<file path="src/dslc_pkg.sv">
`default_nettype none

package dslc_pkg;

   // Serial frame and converter widths.
   localparam int WORD_BITS = 24;
   localparam int DAC_BITS = 16;
   localparam int DATA_BITS = 20;
   localparam int ADDR_BITS = 3;
   localparam int CNT_BITS = 5;

   // Frame buffer between the link and the register update logic.
   localparam int FIFO_WIDTH = 24;
   localparam int FIFO_DEPTH = 32;

   // Pin sampling: index of each pin in the sampled vector.
   localparam int PIN_COUNT = 6;
   localparam int PIN_SCLK = 0;
   localparam int PIN_FRAME = 1;
   localparam int PIN_SDATA = 2;
   localparam int PIN_LOAD = 3;
   localparam int PIN_CLEAR = 4;
   localparam int PIN_RESET = 5;
   // Clock and load start low, so neither edge detector sees a false
   // falling edge when the pins already sit at their idle levels.
   localparam logic [PIN_COUNT-1:0] PIN_RST_VAL = 6'h32;

   // Word addresses carried in the command field.
   localparam logic [ADDR_BITS-1:0] ADDR_DAC = 3'h1;
   localparam logic [ADDR_BITS-1:0] ADDR_CTRL = 3'h2;
   localparam logic [ADDR_BITS-1:0] ADDR_CLEAR = 3'h3;

   // Control word fields and values after reset.
   localparam int CTRL_BITS = 2;
   localparam int CTRL_TWOS_POS = 1;
   localparam logic [CTRL_BITS-1:0] CTRL_RST = 2'h0;
   localparam logic [DAC_BITS-1:0] DAC_RST = 16'h0000;
   localparam logic [DAC_BITS-1:0] CLEAR_RST = 16'h0000;
   localparam logic [DAC_BITS-1:0] SIGN_FLIP = 16'h8000;

   // Full frame length in bits and the saturation value of the counter.
   localparam logic [CNT_BITS-1:0] FRAME_LEN = 5'h18;
   localparam logic [CNT_BITS-1:0] CNT_SAT = 5'h19;

   typedef struct packed {
      logic rd;
      logic [ADDR_BITS-1:0] addr;
      logic [DATA_BITS-1:0] data;
   } dslc_word_t;

   // Members run from the top bit down, so sclk sits at bit PIN_SCLK.
   typedef struct packed {
      logic reset_n;
      logic clear_n;
      logic load_n;
      logic sdata;
      logic frame_n;
      logic sclk;
   } dslc_pins_t;

endpackage

`default_nettype wire

</file>
<file path="src/dslc_top.sv">
// How it works
// - Reset pin low returns every register and buffer except the pin sampling and edge registers to its power-on state.
// - Clear pin low loads the clear code into the DAC register at once.
// - Output code follows the chosen coding, binary or twos complement.
// - With load held low, the written value reaches the output at frame end.
// - Load high holds writes in the input register until load falls.
// - Readback bits change on serial_out at each rising serial clock edge.
// - Incoming serial data fills a shift register exactly 24 bits wide.
// - Each serial input bit is sampled on the serial clock falling edge.
// - Frame select low lets following falling edges shift in bits.
`default_nettype none

module dslc_sync_filter #(
   parameter int WIDTH = 1,
   parameter logic [WIDTH-1:0] RST_VAL = '0
) (
   input wire logic clk,
   input wire logic rst,
   input wire logic [WIDTH-1:0] din,
   output logic [WIDTH-1:0] level
);
   logic [WIDTH-1:0] s1_reg;
   logic [WIDTH-1:0] s2_reg;
   logic [WIDTH-1:0] s3_reg;
   logic [WIDTH-1:0] level_reg;
   logic [WIDTH-1:0] agree;

   always_ff @(posedge clk or posedge rst) begin
      if (rst) begin
         s1_reg <= RST_VAL;
         s2_reg <= RST_VAL;
         s3_reg <= RST_VAL;
      end else begin
         s1_reg <= din;
         s2_reg <= s1_reg;
         s3_reg <= s2_reg;
      end
   end

   // A bit only moves once two settled samples match, which rejects glitches.
   assign agree = ~(s2_reg ^ s3_reg);

   always_ff @(posedge clk or posedge rst) begin
      if (rst) begin
         level_reg <= RST_VAL;
      end else begin
         level_reg <= (s2_reg & agree) | (level_reg & ~agree);
      end
   end

   assign level = level_reg;
endmodule

module dslc_fifo #(
   parameter int WIDTH = 8,
   parameter int DEPTH = 4
) (
   input wire logic clk,
   input wire logic rst,
   input wire logic flush,
   input wire logic in_valid,
   output logic in_ready,
   input wire logic [WIDTH-1:0] in_data,
   output logic out_valid,
   input wire logic out_ready,
   output logic [WIDTH-1:0] out_data
);
   localparam int AW = $clog2(DEPTH);

   logic [WIDTH-1:0] mem [DEPTH];
   logic [AW:0] wr_ptr_reg;
   logic [AW:0] rd_ptr_reg;
   logic full;
   logic empty;
   logic push;
   logic pop;

   assign empty = (wr_ptr_reg == rd_ptr_reg);
   assign full = (wr_ptr_reg[AW] != rd_ptr_reg[AW]) &&
                 (wr_ptr_reg[AW-1:0] == rd_ptr_reg[AW-1:0]);
   assign in_ready = !full;
   assign out_valid = !empty;
   assign push = in_valid && !full;
   assign pop = out_ready && !empty;
   assign out_data = mem[rd_ptr_reg[AW-1:0]];

   always_ff @(posedge clk) begin
      if (push) begin
         mem[wr_ptr_reg[AW-1:0]] <= in_data;
      end
   end

   always_ff @(posedge clk or posedge rst) begin
      if (rst) begin
         wr_ptr_reg <= '0;
         rd_ptr_reg <= '0;
      end else if (flush) begin
         wr_ptr_reg <= '0;
         rd_ptr_reg <= '0;
      end else begin
         if (push) begin
            wr_ptr_reg <= wr_ptr_reg + 1'b1;
         end
         if (pop) begin
            rd_ptr_reg <= rd_ptr_reg + 1'b1;
         end
      end
   end
endmodule

module dslc_top (
   input wire logic ref_clk,
   input wire logic rst,
   input wire logic sclk,
   input wire logic frame_n,
   input wire logic serial_in,
   input wire logic load_output_n,
   input wire logic clear_code_n,
   input wire logic reset_n,
   output logic serial_out,
   output logic serial_out_oe_n,
   output logic [dslc_pkg::DAC_BITS-1:0] dac_code,
   output logic dac_update,
   output logic twos_comp,
   output logic link_ready,
   output logic frame_dropped
);
   dslc_pkg::dslc_pins_t pins;
   logic sclk_d_reg;
   logic frame_d_reg;
   logic load_d_reg;
   logic soft_rst;
   logic sclk_fall;
   logic sclk_rise;
   logic frame_rise;
   logic load_fall;
   logic [dslc_pkg::WORD_BITS-1:0] shift_reg;
   logic [dslc_pkg::CNT_BITS-1:0] bit_cnt_reg;
   logic frame_done;
   logic fifo_in_ready;
   logic fifo_out_valid;
   logic fifo_pop;
   logic [dslc_pkg::FIFO_WIDTH-1:0] fifo_out;
   dslc_pkg::dslc_word_t head;
   logic [dslc_pkg::DAC_BITS-1:0] input_reg;
   logic [dslc_pkg::DAC_BITS-1:0] dac_reg;
   logic [dslc_pkg::DAC_BITS-1:0] clear_reg;
   logic [dslc_pkg::CTRL_BITS-1:0] ctrl_reg;
   logic [dslc_pkg::DATA_BITS-1:0] rb_value;
   logic [dslc_pkg::WORD_BITS-1:0] rb_shift_reg;
   logic serial_out_reg;
   logic update_reg;
   logic dropped_reg;
   logic write_dac;

   dslc_sync_filter #(
      .WIDTH(dslc_pkg::PIN_COUNT),
      .RST_VAL(dslc_pkg::PIN_RST_VAL)
   ) u_pins (
      .clk(ref_clk),
      .rst(rst),
      .din({reset_n, clear_code_n, load_output_n, serial_in, frame_n, sclk}),
      .level(pins)
   );

   always_ff @(posedge ref_clk or posedge rst) begin
      if (rst) begin
         sclk_d_reg <= dslc_pkg::PIN_RST_VAL[dslc_pkg::PIN_SCLK];
         frame_d_reg <= dslc_pkg::PIN_RST_VAL[dslc_pkg::PIN_FRAME];
         load_d_reg <= dslc_pkg::PIN_RST_VAL[dslc_pkg::PIN_LOAD];
      end else begin
         sclk_d_reg <= pins.sclk;
         frame_d_reg <= pins.frame_n;
         load_d_reg <= pins.load_n;
      end
   end

   assign soft_rst = !pins.reset_n;
   assign sclk_fall = sclk_d_reg && !pins.sclk;
   assign sclk_rise = !sclk_d_reg && pins.sclk;
   assign frame_rise = !frame_d_reg && pins.frame_n;
   assign load_fall = load_d_reg && !pins.load_n;

   // Bits land only while the frame is low; the counter saturates so an
   // overlong frame is told apart from a full one and then discarded.
   always_ff @(posedge ref_clk or posedge rst) begin
      if (rst) begin
         shift_reg <= '0;
         bit_cnt_reg <= '0;
      end else if (soft_rst) begin
         shift_reg <= '0;
         bit_cnt_reg <= '0;
      end else if (pins.frame_n) begin
         bit_cnt_reg <= '0;
      end else if (sclk_fall) begin
         shift_reg <= {shift_reg[dslc_pkg::WORD_BITS-2:0],
                       pins.sdata};
         if (bit_cnt_reg != dslc_pkg::CNT_SAT) begin
            bit_cnt_reg <= bit_cnt_reg + 1'b1;
         end
      end
   end

   assign frame_done = frame_rise && (bit_cnt_reg == dslc_pkg::FRAME_LEN);

   always_ff @(posedge ref_clk or posedge rst) begin
      if (rst) begin
         dropped_reg <= 1'b0;
      end else begin
         dropped_reg <= frame_done && !fifo_in_ready && !soft_rst;
      end
   end

   // The register side stalls while clear is held, so words wait here.
   assign fifo_pop = fifo_out_valid && pins.clear_n;

   dslc_fifo #(
      .WIDTH(dslc_pkg::FIFO_WIDTH),
      .DEPTH(dslc_pkg::FIFO_DEPTH)
   ) u_fifo (
      .clk(ref_clk),
      .rst(rst),
      .flush(soft_rst),
      .in_valid(frame_done),
      .in_ready(fifo_in_ready),
      .in_data(shift_reg),
      .out_valid(fifo_out_valid),
      .out_ready(fifo_pop),
      .out_data(fifo_out)
   );

   assign head = fifo_out;
   assign write_dac = fifo_pop && !head.rd &&
                      (head.addr == dslc_pkg::ADDR_DAC);

   always_ff @(posedge ref_clk or posedge rst) begin
      if (rst) begin
         ctrl_reg <= dslc_pkg::CTRL_RST;
         clear_reg <= dslc_pkg::CLEAR_RST;
         input_reg <= dslc_pkg::DAC_RST;
      end else if (soft_rst) begin
         ctrl_reg <= dslc_pkg::CTRL_RST;
         clear_reg <= dslc_pkg::CLEAR_RST;
         input_reg <= dslc_pkg::DAC_RST;
      end else if (fifo_pop && !head.rd) begin
         unique case (head.addr)
            dslc_pkg::ADDR_DAC: begin
               input_reg <= head.data[dslc_pkg::DAC_BITS-1:0];
            end
            dslc_pkg::ADDR_CTRL: begin
               ctrl_reg <= head.data[dslc_pkg::CTRL_BITS-1:0];
            end
            dslc_pkg::ADDR_CLEAR: begin
               clear_reg <= head.data[dslc_pkg::DAC_BITS-1:0];
            end
            default: begin
            end
         endcase
      end
   end

   // Clear outranks a load edge, which outranks a fresh word.
   always_ff @(posedge ref_clk or posedge rst) begin
      if (rst) begin
         dac_reg <= dslc_pkg::DAC_RST;
         update_reg <= 1'b0;
      end else if (soft_rst) begin
         dac_reg <= dslc_pkg::DAC_RST;
         update_reg <= 1'b0;
      end else if (!pins.clear_n) begin
         dac_reg <= clear_reg;
         update_reg <= 1'b1;
      end else if (load_fall) begin
         dac_reg <= write_dac ? head.data[dslc_pkg::DAC_BITS-1:0] :
                    input_reg;
         update_reg <= 1'b1;
      end else if (write_dac && !pins.load_n) begin
         dac_reg <= head.data[dslc_pkg::DAC_BITS-1:0];
         update_reg <= 1'b1;
      end else begin
         update_reg <= 1'b0;
      end
   end

   always_comb begin
      rb_value = '0;
      unique case (head.addr)
         dslc_pkg::ADDR_DAC: begin
            rb_value[dslc_pkg::DAC_BITS-1:0] = dac_reg;
         end
         dslc_pkg::ADDR_CTRL: begin
            rb_value[dslc_pkg::CTRL_BITS-1:0] = ctrl_reg;
         end
         dslc_pkg::ADDR_CLEAR: begin
            rb_value[dslc_pkg::DAC_BITS-1:0] = clear_reg;
         end
         default: begin
         end
      endcase
   end

   // A read word arms the answer for the next frame; the host need not slow
   // the clock, as the several cycles of pin path delay end before the falling edge.
   always_ff @(posedge ref_clk or posedge rst) begin
      if (rst) begin
         rb_shift_reg <= '0;
         serial_out_reg <= 1'b0;
      end else if (soft_rst) begin
         rb_shift_reg <= '0;
         serial_out_reg <= 1'b0;
      end else if (fifo_pop && head.rd) begin
         rb_shift_reg <= {head.rd, head.addr, rb_value};
      end else if (!pins.frame_n && sclk_rise) begin
         serial_out_reg <= rb_shift_reg[dslc_pkg::WORD_BITS-1];
         rb_shift_reg <= {rb_shift_reg[dslc_pkg::WORD_BITS-2:0], 1'b0};
      end else if (frame_rise) begin
         serial_out_reg <= 1'b0;
      end
   end

   assign twos_comp = ctrl_reg[dslc_pkg::CTRL_TWOS_POS];
   assign dac_code = twos_comp ? (dac_reg ^ dslc_pkg::SIGN_FLIP) :
                     dac_reg;
   assign dac_update = update_reg;
   assign serial_out = serial_out_reg;
   assign serial_out_oe_n = pins.frame_n;
   assign link_ready = fifo_in_ready;
   assign frame_dropped = dropped_reg;
endmodule

`default_nettype wire
</file>
<file path="config.mk">
export PLATFORM = sky130hd
export DESIGN_NAME = dslc_top
export DESIGN_NICKNAME = d
export VERILOG_FILES = /design/src/dslc_pkg.sv /design/src/dslc_top.sv
export SDC_FILE = /design/constraint.sdc
export NUM_CORES = 1
export LEC_CHECK = 0
export BUFFER_PORTS_ARGS = -buffer_cell sky130_fd_sc_hd__buf_2
export CORE_ASPECT_RATIO = 1.75
export CORE_MARGIN = 2
export CORE_UTILIZATION = 35
export DETAILED_ROUTE_END_ITERATION = 6
export MAX_ROUTING_LAYER = met4
export SYNTH_ARGS = -nofsm -noshare
export SYNTH_HDL_FRONTEND = slang
export SYNTH_SLANG_ARGS = --single-unit
</file>
<file path="constraint.sdc">
create_clock -name ref_clk -period 5.8 [get_ports ref_clk]
set_clock_uncertainty 0.2 [all_clocks]
set_input_delay 0.58 -clock ref_clk [delete_from_list [all_inputs] [get_ports ref_clk]]
set_output_delay 0.58 -clock ref_clk [all_outputs]
set_load 0.02 [all_outputs]
</file>
==> results of run 1 <==
repair_timing:
item | 4_1_cts | 5_1_grt
endpoints found under the hold margin | 94 | 0
hold buffers | 7 | 0
buffers inserted | 0 | 0
metrics by stage:
stage	cells	cell area, µm²	util [%]
floorplan	1795	31400	-
global placement	2936	33000	37.1
detailed placement	2936	33000	37.1
CTS	3064	35300	39.6
global route	3064	35300	39.6
finish	3064	35300	39.6
placed cells by master, fill, tap and decap left out, types with 11 or more instances in the layout:
cell type / instances
or2_2: 19
dfstp_2: 13
a22oi_1: 15
buf_4: 51
a221oi_1: 18
nor2_2: 28
buf_2: 29
clkbuf_16: 68
nand2_1: 214
a32o_1: 33
xor2_1: 13
mux2i_1: 118
or3_1: 15
a21oi_1: 66
clkbuf_1: 11
dfrtp_1: 129
edfxtp_1: 640
clkinv_2: 14
mux4_2: 136
nor2_1: 47
nand3_1: 11
o221ai_1: 17
inv_1: 26
final cells by class:
cell class,count,share of cell area (%)
tap,1176,4.17
sequential,785,64.9
multi-input combinational,864,22.6
clock inverter,40,1.16
timing repair buffer,89,1.81
clock buffer,81,5.02
inverter,29,0.327
path summary, 6_finish.rpt:
| kind | start | end | slack (ps) | cells after the start |
|---|---|---|---|---|
| setup reg to reg | u_fifo.rd_ptr_reg[3] | dac_reg[7] | 1210 | 7 |
| setup / recovery | u_fifo.rd_ptr_reg[3] | dac_reg[7] | 1210 | 7 |
| min in group asynchronous | rst | sclk_d_reg | 510 | 3 |
| hold / removal | u_pins.s1_reg[3] | u_pins.s2_reg[3] | 150 | 0 |
| hold reg to reg | u_pins.s1_reg[3] | u_pins.s2_reg[3] | 150 | 0 |
| max in group asynchronous | rst | shift_reg[8] | 3670 | 4 |
routing by layer:
layer | up-vias | wire length (µm) | share of wire (%)
met5 | - | 0 | 0
met3 | 118 | 2370 | 3.2
met1 | 8688 | 26400 | 36
li1 | 7050 | - | -
met2 | 382 | 42100 | 57
met4 | 0 | 2390 | 3.3
cells by family after synthesis:
logic type | Yosys count | synth area share (%)
AO/OA/AOI/OAI | 183 | 4.37
flip-flops | 785 | 72.8
multiplexers | 264 | 14.2
adder cells (fa/ha/maj) | 14 | 0.510
AND/OR/NAND/NOR | 382 | 5.36
XOR/XNOR | 21 | 0.586
buffers and inverters | 146 | 2.17
report_power, final:
part	switching, µW	internal (µW)	total [µW]
Combinational	121	51.6	173
Clock	2030	2510	4540
Sequential	34.1	6050	6090
Total	2180	8620	10800
==> summary.md, run 1 <==
| Metric | Value |
|---|---|
| Cell mode on critical path | o31ai_1 |
| Die height | 400 µm |
| RSZ-0062 raised after global routing | no |
| Most frequent cell after synthesis | edfxtp_1 |
| Grt ovf | 0 |
| Setup tns final | 0 ps |
| Crit. End Element | register |
| Worst IR drop on VDD | 0.206 mV |
| Flip-flop and latch count after synthesis | 785 |
| Req. time, crit path | 6150 ps |
| Min-Delay Path Class | reg -> reg |
| CP bufs+invs | 1 |
| Die area | just over 90000 µm² |
| IO buf count | 29 |
| Power density cells | 306 nW/µm² |
| Skew-Pair Late Insertion Delay | 630 ps |
| GRT Total Usage | approximately 17% |
| DP HPWL | 45700 µm |
| Ys async rst share | 18.5% |
| Top post-synthesis cells by count | 640 x edfxtp_1, 214 x nand2_1, 136 x mux4_2 |
| Final Net Count | 1852 |
| First DRT Iteration DRCs | 1172 |
| Mapped Area | 31400 µm² |
| Critical path's slowest cell | a211oi_2 |
| Worst slew pin tran | 1330 ps |
| Area occupied by multi-input gates | between 7000 and 8000 µm² |
| Clk pin slew, worst setup/hold paths | 70 ps |
| Final hold viol count | 0 |
| Final min period | 4590 ps |
| Mapped Nets | 1811 |
| Sequential-to-total area share from yosys stat | 72.8% |
| Final hold slack | ~150 ps |
| Top FF cell, synth | edfxtp_1 |
| Placer Congestion | 0.834 |
| Diodes inserted | 0 |
| Crit share post-route | 79.1% |
| Yosys top cell area share | 61.2% |
| Crit path DAT | between 4000 and 5000 ps |
| Met1 Track Usage GR | 17.6% |
| Mean number of vias per cell | 5.30 |
| Post-CTS Resized | 0 |
| Slew HR | 11.5% |
| Synth area leaders | edfxtp_1 61%, dfrtp_1 11%, mux4_2 9.8% |
| WL/cell | 23.9 µm |
| Grt met2 use | 31.0% |
| Grt peak-use layer | met2 |
| Status | finished, final reports clean |
| Clock tree buffer depth | 3 |
| Final setup margin | 1210 ps |
| Clock tree sinks | 785 |
| Met3 usage | 1.88% |
| Number of flops mapped to enable cells by yosys | 640 |
| WL final | 73200 µm |
| Die Wd | around 230 µm |
| Top-Level Pins | 30 |
| Register area | 22900 µm² |
| CTS Buf Count | 67 |
| TritonCTS clock tree | done |
| Fraction of layout cells with a size suffix above 1 | 21.6% |
| Startpoint Class | register |
| CTS Root Cell | clkbuf_16 |
| Largest net degree at the start of global routing | ~130 |
| Initial core utilization | 35.2% |
| Post-Syn Area per Cell | ~17 µm² |
| Leading area contributor after synthesis | edfxtp_1 |
| Max FFs per register | 640 |
| Initial antenna violation count | 0 |
| Cells after Synth | around 1800 |
| Max-cap violations | 0 |
| Setup violators final | 0 |
| Global-route wire length before repair | 110000 µm |
| Pins Over Slew Limit | 0 |
| FMAX | 218 MHz |
| Post-Place Worst Slack | 1220 ps |
| Placement Rows | 145 |
| Final-layout fill cell count | 7980 |
| Total number of H-tree levels | 3 |
| Synth Warn # | 0 |
| Drt drc | 0 |
| Vias in the first global route | 17000 |
| Layout area overhead | 12.3% |
| Worst-path cell chain | clkinv_2 -> a211o_1 -> o31ai_1 -> or3_4 -> o31ai_1 -> a211oi_2 -> a32o_1 |
| Post-route ant nets | 0 |
| CP max FO | 26 |
| Pre-antenna DRT Iters | 5 |
| CP peak stage delay | 1070 ps |
| Power Total | 10800 µW |
| P_leak | around 0.011 µW |
| CP top delay family | compound AO/OA/AOI/OAI gates |
| Setup Crit Path Kind | reg -> reg |
| Vias | 16200 |
| Distinct cells, synth | 59 |
| Core Box Area | 89100 µm² |
Note: power is estimated with default switching activity, not from simulation.
==> run 2, diff against run 1 <==
Clock period 5.8 ns to 3.8 ns, I/O delays scaled along.
==> summary.md, run 2 (synthesized netlist as in run 1, its figures left out) <==
| Metric | Value |
|---|---|
| Status | finished, final reports clean |
| Total number of H-tree levels | 3 |
| Clk pin slew, worst setup/hold paths | around 70 ps |
| Hold path start | u_pins.s1_reg[0] |
| CP max FO | around 120 |
| Post-route ant nets | 0 |
| Skew-Pair Late Insertion Delay | 640 ps |
| Final min period | 3710 ps |
| FF-to-FF End | dac_reg[10] |
| Power density cells | 460 nW/µm² |
| Max FFs per register | 640 |
| Worst slew pin tran | 1430 ps |
| Power Total | 16500 µW |
| Part of the power in registers | 56.4% |
| TritonCTS clock tree | done |
| First DRT Iteration DRCs | 1355 |
| Clock share of power | a little over two fifths |
| Fraction of layout cells with a size suffix above 1 | 23.1% |
| Pins Over Slew Limit | 0 |
| Pre-antenna DRT Iters | 5 |
| Reg2Reg Launch Point | u_fifo.rd_ptr_reg[1] |
| Final-layout fill cell count | 7929 |
| Mean number of vias per cell | 5.29 |
| Commonest non-fill, non-tap cell in the layout | edfxtp_1 |
| Placed cell areas | 33500 µm² |
| WL/cell | roughly 24 µm |
| RSZ-0062 raised after global routing | no |
| FMAX | 270 MHz |
| Switching power | around 3400 µW |
| IO buf count | 29 |
| Crit path DAT | 4060 ps |
| Combinational share of power | 1.8% |
| Placement Rows | 145 |
| Setup Crit Path Kind | reg -> reg |
| Die height | ~400 µm |
| Vias | between 15000 and 20000 |
| Initial core utilization | around a third |
| Fin cells | between 3000 and 4000 |
| Die Wd | between 200 and 250 µm |
| CTS Root Cell | clkbuf_16 |
| Most frequent cells in the layout | 640 x edfxtp_1, 214 x nand2_1, 136 x mux4_2, 128 x dfrtp_1, 118 x mux2i_1 |
| Drt drc | 0 |
| Final Net Count | around 1900 |
| Final hold viol count | 0 |
| Max-cap violations | 0 |
| R2R cell count | 8 |
| Diodes inserted | 0 |
| Fin util | 40.2% |
| Grt ovf | 0 |
| Clock tree sinks | approximately 790 |
| Die area | 92200 µm² |
| Clock tree buffer depth | 3 |
| Final Instance Area | about 36000 µm² |
| Top-Level Pins | 30 |
| Hold EP | u_pins.s2_reg[0] |
| Final setup margin | 92.0 ps |
| Post-Place Worst Slack | 43.2 ps |
| DP HPWL | 48000 µm |
| GRT Total Usage | between 10% and 20% |
| Layout area overhead | 14.1% |
| Core Box Area | about 89000 µm² |
| P_leak | 0.0118 µW |
| Req. time, crit path | 4150 ps |
| Crit. End Element | register |
| Initial antenna violation count | 0 |
| Hold Path Cell Cnt | 0 |
| Global-route wire length before repair | about 110000 µm |
| Setup violators final | 0 |
| Pint | 13100 µW |
| Worst IR drop on VDD | 0.303 mV |
| WL final | between 70000 and 80000 µm |
| Switch share | 20.4% |
| Placer Congestion | just under 0.9 |
| Crit share post-route | between 90% and 100% |
| Worst reg-to-reg setup slack | 90 ps |
| Largest net degree at the start of global routing | 116 |
| Min-Delay Path Class | reg -> reg |
| Placed Cells | 2974 |
| Startpoint Class | register |
| Vias in the first global route | 17300 |
| Slew HR | 4.73% |
| CTS Buf Count | 68 |
==> run 2: how the worst max path moves through the flow <==
stage | start | endpoint
floorplan | u_fifo.rd_ptr_reg[1] | u_fifo.mem[23][0]
global placement | u_fifo.rd_ptr_reg[2] | dac_reg[6]
detailed placement | u_fifo.rd_ptr_reg[2] | dac_reg[11]
CTS | u_fifo.rd_ptr_reg[2] | dac_reg[11]
global route | u_fifo.rd_ptr_reg[2] | dac_reg[9]
finish | u_fifo.rd_ptr_reg[1] | dac_reg[10]
==> run 2: timing repair <==
action	4_1_cts	5_1_grt
resized for setup	0	3
endpoints found under the hold margin	46	0
buffers inserted	0	0
setup endpoints to repair	0	16
hold buffers	7	0
==> run 2: metal layers <==
layer	vias up	routed length [µm]	track usage (%)	share of wire, %
met4	0	3000	6.90	4.0
met2	445	41900	30.9	55
met3	149	2870	2.34	3.8
li1	7148	-	-	-
met5	-	0	-	0
met1	8676	27900	18.4	37
==> run 2: layout make-up <==
type,instances,area [µm²],area share [%]
multi-input combinational,864,7970,22.2
clock inverter,38,355,0.992
timing repair buffer,127,1210,3.38
inverter,29,114,0.318
tap,1176,1470,4.11
clock buffer,85,1820,5.08
sequential,785,22900,63.9
==> run 2: power groups by stage <==
| stage | Combinational [µW] | Sequential, µW | Clock, µW |
|---|---|---|---|
| floorplan | 215 | 9450 | 0 |
| detailed placement | 283 | 9470 | 0 |
| global route | 314 | 9290 | 7350 |
| CTS | 289 | 9290 | 7060 |
| global placement | 280 | 9470 | 0 |
| finish | 288 | 9290 | 6890 |
==> run 2: stage by stage <==
stage	hold WS [ps]	TNS [ps]
floorplan	131	-4700
global placement	137	0
detailed placement	142	0
CTS	156	0
global route	162	0
finish	154	0
==> run 2: worst max-delay path, cell delays in order (launching register included) <==
cell and delay (ps):
dfrtp_4 490, buf_12 430, mux4_2 350, nand2_1 80, a32o_1 370, a221oi_1 930, inv_1 90, o221ai_1 220
a32o_1 180
